<file path="src/hw/sys_pkg.sv">
package sys_pkg;
  // Register indices; byte address is four times the index
  localparam logic [15:0] BREAK_STATUS_IDX = 16'hfe00;
  localparam logic [15:0] RESET_CAUSE_IDX = 16'hfe01;
  localparam logic [15:0] BREAK_FLAG_CONTROL_IDX = 16'hfe03;
  localparam int ADDR_W = 18;
  localparam logic [17:0] BREAK_STATUS_ADDR = {BREAK_STATUS_IDX, 2'h0};
  localparam logic [17:0] RESET_CAUSE_ADDR = {RESET_CAUSE_IDX, 2'h0};
  localparam logic [17:0] BREAK_FLAG_CONTROL_ADDR = {BREAK_FLAG_CONTROL_IDX, 2'h0};

  // Field positions
  localparam int BREAK_WAIT_BIT = 1;
  localparam int CLEAR_ENABLE_BIT = 7;
  localparam int POR_BIT = 7;
  localparam int PIN_BIT = 6;
  localparam int WATCHDOG_BIT = 5;
  localparam int ILLEGAL_OPCODE_BIT = 4;
  localparam int ILLEGAL_ADDRESS_BIT = 3;
  localparam int USB_BIT = 2;
  localparam int LOW_VOLTAGE_BIT = 1;

  // Reset values
  localparam logic [7:0] RESET_CAUSE_POR = 8'h80;
  localparam logic [7:0] BREAK_STATUS_RESET = 8'h00;

  // Counts in crystal reference cycles
  localparam logic [12:0] STOP_RECOVERY_LONG = 13'h1000;
  localparam logic [12:0] STOP_RECOVERY_SHORT = 13'h0020;
  localparam logic [5:0] PIN_SAMPLE_DELAY = 6'h20;
  localparam logic [5:0] INT_RESET_HOLD = 6'h20;

  // Bus responses
  localparam logic [1:0] RESP_OKAY = 2'h0;
  localparam logic [1:0] RESP_SLVERR = 2'h2;

  typedef enum logic [1:0] {MODE_RUN, MODE_WAIT, MODE_STOP, MODE_RECOVER} mode_t;
  typedef enum logic [1:0] {RSEQ_IDLE, RSEQ_DRIVE, RSEQ_SETTLE} reset_seq_t;
endpackage

</file>
<file path="src/hw/sys_break_lowpower_reset.sv">
// Implementation choice: the AXI4-Lite register port.
`timescale 1ns/100ps
// Functional notes
// - All reset sources share one top priority, above interrupts, never arbitrated.
// - Break output puts CPU in break state by forcing the software-interrupt vector.
// - In break with clear enable off, peripheral flag clearing is blocked.
// - Flags cleared in break with clearing enabled stay cleared afterwards.
// - Two-step clears stay protected in break; second step after exit clears.
// - Wait or stop clears the CPU interrupt mask and stops CPU clocks.
// - Wait mode gates CPU clocks off, peripheral clocks keep running.
// - Enabled interrupt wakes wait; stacking starts one cycle later.
// - Reset or break ends wait; break sets the break-wait flag.
// - Watchdog disable option at 0 keeps watchdog enabled, also in wait.
// - Stop resets recovery counter and disables clock generator output.
// - Interrupt, reset or break ends stop; interrupt stacks after recovery.
// - Recovery lasts 4096 crystal cycles, or 32 with short recovery set.
// - Recovery counter held reset from stop until recovery, then times it.
// - Three registers sit at three fixed bus addresses.
// - Reading reset cause clears it; power-on sets only its own flag.
// - Drive reset pin low in internal reset; sample it 32 cycles after release.
// - Reset cause holds power-on, pin, watchdog, opcode, address, USB, low-voltage.
// - Clear enable bit set permits flag clearing in break; clear blocks it.
// - External reset leaves the recovery counter free-running.
module sys_break_lowpower_reset (
  input wire logic ref_clk,
  input wire logic resetn,
  input wire logic [17:0] s_axi_awaddr,
  input wire logic s_axi_awvalid,
  output logic s_axi_awready,
  input wire logic [31:0] s_axi_wdata,
  input wire logic [3:0] s_axi_wstrb,
  input wire logic s_axi_wvalid,
  output logic s_axi_wready,
  output logic [1:0] s_axi_bresp,
  output logic s_axi_bvalid,
  input wire logic s_axi_bready,
  input wire logic [17:0] s_axi_araddr,
  input wire logic s_axi_arvalid,
  output logic s_axi_arready,
  output logic [31:0] s_axi_rdata,
  output logic [1:0] s_axi_rresp,
  output logic s_axi_rvalid,
  input wire logic s_axi_rready,
  input wire logic crystal_ref_clock,
  input wire logic break_request,
  input wire logic break_done,
  input wire logic wait_exec,
  input wire logic stop_exec,
  input wire logic module_irq,
  input wire logic short_stop_recovery,
  input wire logic watchdog_disable_option,
  input wire logic watchdog_timeout,
  input wire logic illegal_opcode,
  input wire logic illegal_address,
  input wire logic usb_reset,
  input wire logic low_voltage,
  input wire logic reset_pin_in,
  output logic reset_pin_out,
  output logic reset_pin_oe,
  output logic system_reset,
  output logic force_swi_vector,
  output logic break_active,
  output logic clear_permit,
  output logic irq_mask_clear,
  output logic stack_start,
  output logic cpu_clock_enable,
  output logic periph_clock_enable,
  output logic clock_gen_output,
  output logic watchdog_enable
);
  sys_pkg::mode_t mode;
  sys_pkg::reset_seq_t rseq;
  logic xtal_s1, xtal_s2, xtal_s3, xtal_tick;
  logic pin_s1, pin_s2, pin_low;
  logic [12:0] xtal_count, recovery_target;
  logic [5:0] rseq_count;
  logic wake_by_irq, int_reset_event, ext_reset_event, any_reset;
  logic [7:0] break_status, reset_cause, break_flag_control;
  logic aw_held, w_held;
  logic [17:0] aw_addr;
  logic [7:0] w_data;
  logic w_lane0, wr_fire, rd_fire, rd_cause;

  function automatic logic mapped(input logic [17:0] a);
    mapped = (a == sys_pkg::BREAK_STATUS_ADDR) || (a == sys_pkg::RESET_CAUSE_ADDR) ||
             (a == sys_pkg::BREAK_FLAG_CONTROL_ADDR);
  endfunction

  ////////////////////////////////////////////////////////////////////////////
  // Synchronisers for the crystal reference and the reset pin
  always_ff @(posedge ref_clk) begin
    xtal_s1 <= crystal_ref_clock;
    xtal_s2 <= xtal_s1;
    xtal_s3 <= xtal_s2;
    pin_s1 <= reset_pin_in;
    pin_s2 <= pin_s1;
  end

  // Rising edge of the crystal clock; it must be well below half of ref_clk
  assign xtal_tick = xtal_s2 & ~xtal_s3;
  assign pin_low = ~pin_s2;

  // Internal sources combine with no ordering among them
  assign int_reset_event = watchdog_timeout | illegal_opcode | illegal_address |
                           usb_reset | low_voltage;
  // The pin reads low while we drive it, so only an undriven low counts
  assign ext_reset_event = pin_low & (rseq == sys_pkg::RSEQ_IDLE);
  assign any_reset = int_reset_event | ext_reset_event;

  ////////////////////////////////////////////////////////////////////////////
  // Reset pin sequence: drive low, release, then sample after the delay
  always_ff @(posedge ref_clk) begin
    if (!resetn) begin
      rseq <= sys_pkg::RSEQ_DRIVE;
      rseq_count <= 6'h00;
    end else if (int_reset_event) begin
      rseq <= sys_pkg::RSEQ_DRIVE;
      rseq_count <= 6'h00;
    end else begin
      unique case (rseq)
        sys_pkg::RSEQ_IDLE: rseq_count <= 6'h00;
        sys_pkg::RSEQ_DRIVE: begin
          if (xtal_tick && rseq_count == sys_pkg::INT_RESET_HOLD - 6'h01) begin
            rseq <= sys_pkg::RSEQ_SETTLE;
            rseq_count <= 6'h00;
          end else if (xtal_tick) begin
            rseq_count <= rseq_count + 6'h01;
          end
        end
        sys_pkg::RSEQ_SETTLE: begin
          if (xtal_tick && rseq_count == sys_pkg::PIN_SAMPLE_DELAY - 6'h01) begin
            rseq <= sys_pkg::RSEQ_IDLE;
          end else if (xtal_tick) begin
            rseq_count <= rseq_count + 6'h01;
          end
        end
      endcase
    end
  end

  // Open-drain pin: enable low means we pull it low
  always_ff @(posedge ref_clk) begin
    if (!resetn) begin
      reset_pin_oe <= 1'b0;
      system_reset <= 1'b1;
    end else begin
      reset_pin_oe <= ~(int_reset_event | (rseq == sys_pkg::RSEQ_DRIVE));
      system_reset <= any_reset | (rseq != sys_pkg::RSEQ_IDLE);
    end
  end
  assign reset_pin_out = 1'b0;

  ////////////////////////////////////////////////////////////////////////////
  // Recovery counter: free after resets, held at zero through stop
  assign recovery_target = short_stop_recovery ? sys_pkg::STOP_RECOVERY_SHORT
                                               : sys_pkg::STOP_RECOVERY_LONG;
  always_ff @(posedge ref_clk) begin
    if (!resetn) begin
      xtal_count <= 13'h0000;
    end else if (mode == sys_pkg::MODE_STOP) begin
      xtal_count <= 13'h0000;
    end else if (xtal_tick) begin
      xtal_count <= xtal_count + 13'h0001;
    end
  end

  ////////////////////////////////////////////////////////////////////////////
  // Low-power mode sequencer; any reset returns straight to run
  always_ff @(posedge ref_clk) begin
    if (!resetn) begin
      mode <= sys_pkg::MODE_RUN;
      wake_by_irq <= 1'b0;
    end else if (any_reset) begin
      mode <= sys_pkg::MODE_RUN;
      wake_by_irq <= 1'b0;
    end else begin
      unique case (mode)
        sys_pkg::MODE_RUN: begin
          if (stop_exec) begin
            mode <= sys_pkg::MODE_STOP;
          end else if (wait_exec) begin
            mode <= sys_pkg::MODE_WAIT;
          end
        end
        sys_pkg::MODE_WAIT: begin
          if (module_irq || break_request) begin
            mode <= sys_pkg::MODE_RUN;
          end
        end
        sys_pkg::MODE_STOP: begin
          if (module_irq || break_request) begin
            mode <= sys_pkg::MODE_RECOVER;
            wake_by_irq <= module_irq & ~break_request;
          end
        end
        sys_pkg::MODE_RECOVER: begin
          if (xtal_count >= recovery_target) begin
            mode <= sys_pkg::MODE_RUN;
          end
        end
      endcase
    end
  end

  // Stacking pulse: one cycle after an interrupt wakes wait, or at the end of an interrupt-woken recovery
  always_ff @(posedge ref_clk) begin
    if (!resetn) begin
      stack_start <= 1'b0;
      irq_mask_clear <= 1'b0;
    end else begin
      stack_start <= ~any_reset & (((mode == sys_pkg::MODE_WAIT) & module_irq & ~break_request) |
                     ((mode == sys_pkg::MODE_RECOVER) & wake_by_irq &
                      (xtal_count >= recovery_target)));
      irq_mask_clear <= (mode == sys_pkg::MODE_RUN) & (wait_exec | stop_exec);
    end
  end

  // Clock gating follows the mode
  always_ff @(posedge ref_clk) begin
    if (!resetn) begin
      cpu_clock_enable <= 1'b1;
      periph_clock_enable <= 1'b1;
      clock_gen_output <= 1'b1;
      watchdog_enable <= 1'b0;
    end else begin
      cpu_clock_enable <= (mode == sys_pkg::MODE_RUN);
      periph_clock_enable <= (mode == sys_pkg::MODE_RUN) || (mode == sys_pkg::MODE_WAIT);
      clock_gen_output <= (mode == sys_pkg::MODE_RUN) || (mode == sys_pkg::MODE_WAIT);
      watchdog_enable <= ~watchdog_disable_option;
    end
  end

  ////////////////////////////////////////////////////////////////////////////
  // Break state and flag protection
  always_ff @(posedge ref_clk) begin
    if (!resetn) begin
      break_active <= 1'b0;
      force_swi_vector <= 1'b0;
      clear_permit <= 1'b1;
    end else begin
      if (any_reset || break_done) begin
        break_active <= 1'b0;
      end else if (break_request) begin
        break_active <= 1'b1;
      end
      force_swi_vector <= break_request & ~break_active & ~any_reset;
      // Peripherals gate both steps of their clears with this, so a step
      // taken before break cannot complete inside it
      clear_permit <= ~break_active |
                      break_flag_control[sys_pkg::CLEAR_ENABLE_BIT];
    end
  end

  ////////////////////////////////////////////////////////////////////////////
  // AXI4-Lite slave; address and data may arrive in either order
  assign s_axi_awready = ~aw_held & ~s_axi_bvalid;
  assign s_axi_wready = ~w_held & ~s_axi_bvalid;
  assign s_axi_arready = ~s_axi_rvalid;
  assign wr_fire = aw_held & w_held & ~s_axi_bvalid;
  assign rd_fire = s_axi_arvalid & s_axi_arready;
  assign rd_cause = rd_fire & (s_axi_araddr == sys_pkg::RESET_CAUSE_ADDR);

  always_ff @(posedge ref_clk) begin
    if (!resetn) begin
      aw_held <= 1'b0;
      w_held <= 1'b0;
      aw_addr <= 18'h00000;
      w_data <= 8'h00;
      w_lane0 <= 1'b0;
      s_axi_bvalid <= 1'b0;
      s_axi_bresp <= sys_pkg::RESP_OKAY;
    end else begin
      if (s_axi_awvalid && s_axi_awready) begin
        aw_held <= 1'b1;
        aw_addr <= s_axi_awaddr;
      end
      if (s_axi_wvalid && s_axi_wready) begin
        w_held <= 1'b1;
        w_data <= s_axi_wdata[7:0];
        w_lane0 <= s_axi_wstrb[0];
      end
      if (wr_fire) begin
        aw_held <= 1'b0;
        w_held <= 1'b0;
        s_axi_bvalid <= 1'b1;
        s_axi_bresp <= mapped(aw_addr) ? sys_pkg::RESP_OKAY : sys_pkg::RESP_SLVERR;
      end else if (s_axi_bready) begin
        s_axi_bvalid <= 1'b0;
      end
    end
  end

  always_ff @(posedge ref_clk) begin
    if (!resetn) begin
      s_axi_rvalid <= 1'b0;
      s_axi_rdata <= 32'h00000000;
      s_axi_rresp <= sys_pkg::RESP_OKAY;
    end else if (rd_fire) begin
      s_axi_rvalid <= 1'b1;
      s_axi_rresp <= mapped(s_axi_araddr) ? sys_pkg::RESP_OKAY : sys_pkg::RESP_SLVERR;
      unique case (s_axi_araddr)
        sys_pkg::BREAK_STATUS_ADDR: s_axi_rdata <= {24'h000000, break_status};
        sys_pkg::RESET_CAUSE_ADDR: s_axi_rdata <= {24'h000000, reset_cause};
        sys_pkg::BREAK_FLAG_CONTROL_ADDR: s_axi_rdata <= {24'h000000, break_flag_control};
        default: s_axi_rdata <= 32'h00000000;
      endcase
    end else if (s_axi_rready) begin
      s_axi_rvalid <= 1'b0;
    end
  end

  ////////////////////////////////////////////////////////////////////////////
  // Registers; hardware set wins over software clear in the same cycle
  always_ff @(posedge ref_clk) begin
    if (!resetn) begin
      break_status <= sys_pkg::BREAK_STATUS_RESET;
    end else if ((mode == sys_pkg::MODE_WAIT) && break_request && !any_reset) begin
      break_status[sys_pkg::BREAK_WAIT_BIT] <= 1'b1;
    end else if (wr_fire && w_lane0 && aw_addr == sys_pkg::BREAK_STATUS_ADDR &&
                 !w_data[sys_pkg::BREAK_WAIT_BIT]) begin
      break_status[sys_pkg::BREAK_WAIT_BIT] <= 1'b0;
    end
  end

  always_ff @(posedge ref_clk) begin
    if (!resetn) begin
      break_flag_control <= 8'h00;
    end else if (wr_fire && w_lane0 && aw_addr == sys_pkg::BREAK_FLAG_CONTROL_ADDR) begin
      break_flag_control[sys_pkg::CLEAR_ENABLE_BIT] <= w_data[sys_pkg::CLEAR_ENABLE_BIT];
    end
  end

  // Causes accumulate until read; the pin flag also catches a late low sample
  always_ff @(posedge ref_clk) begin
    if (!resetn) begin
      reset_cause <= sys_pkg::RESET_CAUSE_POR;
    end else begin
      reset_cause <= (rd_cause ? 8'h00 : reset_cause) | {1'b0,
        ext_reset_event | ((rseq == sys_pkg::RSEQ_SETTLE) & xtal_tick & pin_low &
          (rseq_count == sys_pkg::PIN_SAMPLE_DELAY - 6'h01)),
        watchdog_timeout, illegal_opcode, illegal_address, usb_reset, low_voltage,
        1'b0};
    end
  end
endmodule

</file>
<file path="config.mk">
export PLATFORM = sky130hd
export DESIGN_NAME = sys_break_lowpower_reset
export DESIGN_NICKNAME = d
export VERILOG_FILES = /design/src/hw/sys_pkg.sv /design/src/hw/sys_break_lowpower_reset.sv
export SDC_FILE = /design/constraint.sdc
export NUM_CORES = 1
export LEC_CHECK = 0
export ABC_CLOCK_PERIOD_IN_PS = 2000
export BUFFER_PORTS_ARGS = -buffer_cell sky130_fd_sc_hd__buf_4
export CELL_PAD_IN_SITES_DETAIL_PLACEMENT = 0
export CELL_PAD_IN_SITES_GLOBAL_PLACEMENT = 1
export CORE_MARGIN = 4
export CORE_UTILIZATION = 34
export DETAILED_ROUTE_END_ITERATION = 12
export PLACE_DENSITY = 0.88
export SYNTH_ARGS = -nofsm -noshare
export SYNTH_HDL_FRONTEND = slang
export SYNTH_SLANG_ARGS = --single-unit
export TNS_END_PERCENT = 30
</file>
<file path="constraint.sdc">
create_clock -name ref_clk -period 2 [get_ports ref_clk]
set_input_delay 0.1 -clock ref_clk [delete_from_list [all_inputs] [get_ports ref_clk]]
set_output_delay 0.1 -clock ref_clk [all_outputs]
set_load 0.01 [all_outputs]
</file>
==> results by group <==
Status
  • Run status: finished, final reports clean

Pwr
  • Power share of the clock group: 40.1%
  • Cell area power density: 739 nW/µm²
  • Switch Pwr: 0.000802 W
  • Max VDD drop: 0.359 mV
  • Comb power frac: 10.8%
  • Sequential Power Share: 49.1%
  • Int Power: 0.00272 W
  • Leak: 1.99 nW
  • Switch share: 22.8%

Detailed routing
  • Wire per inst: 12.7 µm
  • Antenna Nets Post-Route: 0
  • Top Metal Used: met4
  • WL met2: 3.95 mm
  • DR pass1 iterations: 4
  • M1 wire length: 3.73 mm
  • Initial DRC Count: 169
  • Final WL: 8.48 mm
  • DR DRC count: 0
  • Vias per cell: 4.69
  • Met3 wire length: 576 µm
  • Routed vias: 3130

Cells and area
  • Util after Layout: 47.8%
  • Area of the multi-input gates: 1690 µm²
  • Sequential Area: 1640 µm²
  • Share of cells above drive strength 1: 21.0%
  • NumNets Final: 630
  • N_diodes: 0
  • Fillers: 963
  • Area Overhead vs Synth: 34.7%

STA
  • # setup viols final: 0
  • Final Hold Vio Count: 0
  • Slew margin rel.: 35.3%
  • Worst setup margin: 0.123 ns
  • Fmax: 0.533 GHz
  • Period minus WS final: 1.88 ns
  • TNS Setup: 0 ns
  • Fin. max-slew vios: 0
  • Slew @ Worst Pin: 0.970 ns
  • Final setup skew: 0.0122 ns
  • RSZ-0062 raised after global routing: false
  • Final period util: 93.8%

Min path
  • Hold Crit Class: input pin to flip-flop

Global route
  • Grt total ovfl: 0
  • Gr usage total: 14.0%
  • Global-route wire length before repair: 13.4 mm
  • Antenna violations before repair: 0
  • Vias in the first global route: 3008
  • Largest net degree at the start of global routing: 32

Clock tree
  • Skew-Pair Late Insertion Delay: 0.35 ns
  • Root Buffer Master: clkbuf_8
  • H-Tree Depth: 3
  • CTS Buf Count: 9
  • Clock sinks: 82
  • Cts repair resizes: 0
  • CTS tree: built
  • Max clock buf depth: 2
  • Worst-path clk slew: 0.09 ns

Synthesis
  • Mapped cell area: 3530 µm²
  • Post-synth EDFFs: 0
  • Ys async rst share: 0%
  • Synthesized flop and latch total: 82
  • Sequential element share of the synthesized area: 46.4%
  • Library cells used by synthesis: 48
  • Mapped Cells: 411
  • Yosys warns: 0
  • Dominant synthesized flop cell: dfxtp_1
  • Mean Syn Cell Area: 8.60 µm²

Worst setup path
  • Worst-path fanout max: 4
  • Nature of the critical path endpoint: flip-flop
  • CP max stage delay: 0.51 ns
  • Critical path arrival: 2.16 ns
  • Worst endpoint required time: 2.28 ns
  • WS Path Type: flip-flop to flip-flop
  • Critical-path cell list: or4b_1 > or3_4 > or4_1 > a21oi_1
  • Slowest CP cell: or4b_1
  • Setup crit start kind: flip-flop

Floorplanning
  • Starting density of the core: 35.5%
  • Chip Width: 110 µm
  • # rows: 36
  • Die area: 12100 µm²
  • IO Pins: 146
  • Die H: 110 µm
  • Core area: 9950 µm²

Place
  • Worst slack at placement: 0.124 ns
  • Detail Placement HPWL: 5.97 mm
  • GPL Wtd Cong: 0.847
  • Port bufs: 84

Run
  • Total of max-cap violations: 0
## placed cells by master (no fill, tap or decap), drive strengths merged, types with 4 or more instances in the layout
cell type,netlist,final
dlygate4sd3,0,32
xor2,6,6
nand3,14,14
clkbuf,10,10
or3,4,4
a211oi,4,4
ha,8,8
and4b,4,4
buf,31,89
nand4,8,8
dfxtp,82,82
nor2b,5,5
nor2,33,33
or4,5,5
nor3,8,8
mux2i,4,4
a21oi,36,36
o21ai,22,22
xnor2,4,4
nand2b,7,7
nand4b,5,5
nand2,63,63
conb,1,28
inv,12,12
## stage by stage
| step | std cells | total power [W] | hold slack [ns] | instance area, µm² |
|---|---|---|---|---|
| 2_1_floorplan | 438 | 0.00197 | 0.128 | 3640 |
| 3_3_place_gp | 619 | 0.00208 | 0.207 | 4210 |
| 3_5_place_dp | 619 | 0.00209 | 0.209 | 4210 |
| 4_1_cts | 667 | 0.00354 | 0.00544 | 4760 |
| 5_1_grt | 667 | 0.00366 | 0.0307 | 4760 |
| 6_report | 667 | 0.00352 | 0.0197 | 4760 |
## worst max-delay path, delay by kind of cell, from the launching register on
family,cells,cell delay [ns]
flops,1,0.32
simple gates,3,1.34
compound gates,1,0.15
## power by group through the flow
stage	clock [W]	sequential [W]	combinational, W
3_5_place_dp	0	0.00176	0.000330
2_1_floorplan	0	0.00176	0.000211
5_1_grt	0.00150	0.00173	0.000426
6_report	0.00141	0.00173	0.000381
4_1_cts	0.00143	0.00173	0.000382
3_3_place_gp	0	0.00176	0.000324
## synth_stat cells (4+ instances only)
| library cell | number | area share (%) |
|---|---|---|
| a211oi_1 | 4 | 0.85 |
| a21oi_1 | 36 | 5.1 |
| and4b_1 | 4 | 1.1 |
| buf_4 | 29 | 6.2 |
| clkbuf_1 | 10 | 1.1 |
| dfxtp_1 | 82 | 46 |
| ha_1 | 8 | 2.8 |
| inv_1 | 12 | 1.3 |
| mux2i_1 | 4 | 1.1 |
| nand2_1 | 63 | 6.7 |
| nand2b_1 | 7 | 1.2 |
| nand3_1 | 14 | 2.0 |
| nand4_1 | 8 | 1.4 |
| nand4b_1 | 5 | 1.2 |
| nor2_1 | 33 | 3.5 |
| nor2b_1 | 5 | 0.88 |
| nor3_1 | 8 | 1.1 |
| o21ai_0 | 22 | 3.1 |
| or4_1 | 5 | 1.1 |
| xnor2_1 | 4 | 0.99 |
| xor2_1 | 6 | 1.5 |
## path summary, 6_finish.rpt
| path | depth (start not counted) | slack (ns) | end | startpoint |
|---|---|---|---|---|
| worst max-delay path | 4 | 0.12 | break_flag_control[7] | aw_addr[8] |
| worst min register to register | 0 | 0.33 | xtal_s2 | xtal_s1 |
| worst max register to register | 4 | 0.12 | break_flag_control[7] | aw_addr[8] |
| worst min-delay path | 3 | 0.02 | aw_addr[15] | s_axi_awaddr[15] |
## repair_timing
| action | CTS | global route |
|---|---|---|
| buffers inserted | 0 | 0 |
| endpoints found under the setup margin | 0 | 0 |
| endpoints found under the hold margin | 32 | 0 |
| hold buffers | 32 | 0 |
## cell families (layout without fill, tap and decap cells)
group                    after synthesis  in the layout  synth area share, %
AO/OA/AOI/OAI                         74             74                 11.8
XOR/XNOR                              10             10                 2.48
adder cells (fa/ha/maj)                8              8                 2.83
buffers and inverters                 53            149                 8.71
flip-flops                            82             82                 46.4
multiplexers                           6              6                 1.77
other                                  1             28                0.106
AND/OR/NAND/NOR                      177            177                 25.8
## registers in the layout, indices dropped and copies added (netlist names), 2 cells and up
| name | flops |
|---|---|
| mode | 2 |
| s_axi_rdata | 7 |
| aw_addr | 18 |
| rseq | 2 |
| xtal_count | 13 |
| rseq_count | 6 |
| reset_cause | 7 |
| w_data | 2 |
## area by class of cell
cell class,count,area share (%)
sequential,82,34.5
tap,133,3.50
timing repair buffer,121,20.8
clock buffer,10,2.68
clock inverter,6,2.21
multi-input combinational,303,35.4
inverter,12,0.946
## layer usage
layer | track usage, % | up-vias
met5 | 0 | -
met4 | 7.93 | 0
met3 | 2.52 | 17
met2 | 23.3 | 93
met1 | 16.8 | 1425
li1 | - | 1595
Note: power is estimated with default switching activity, not from simulation.
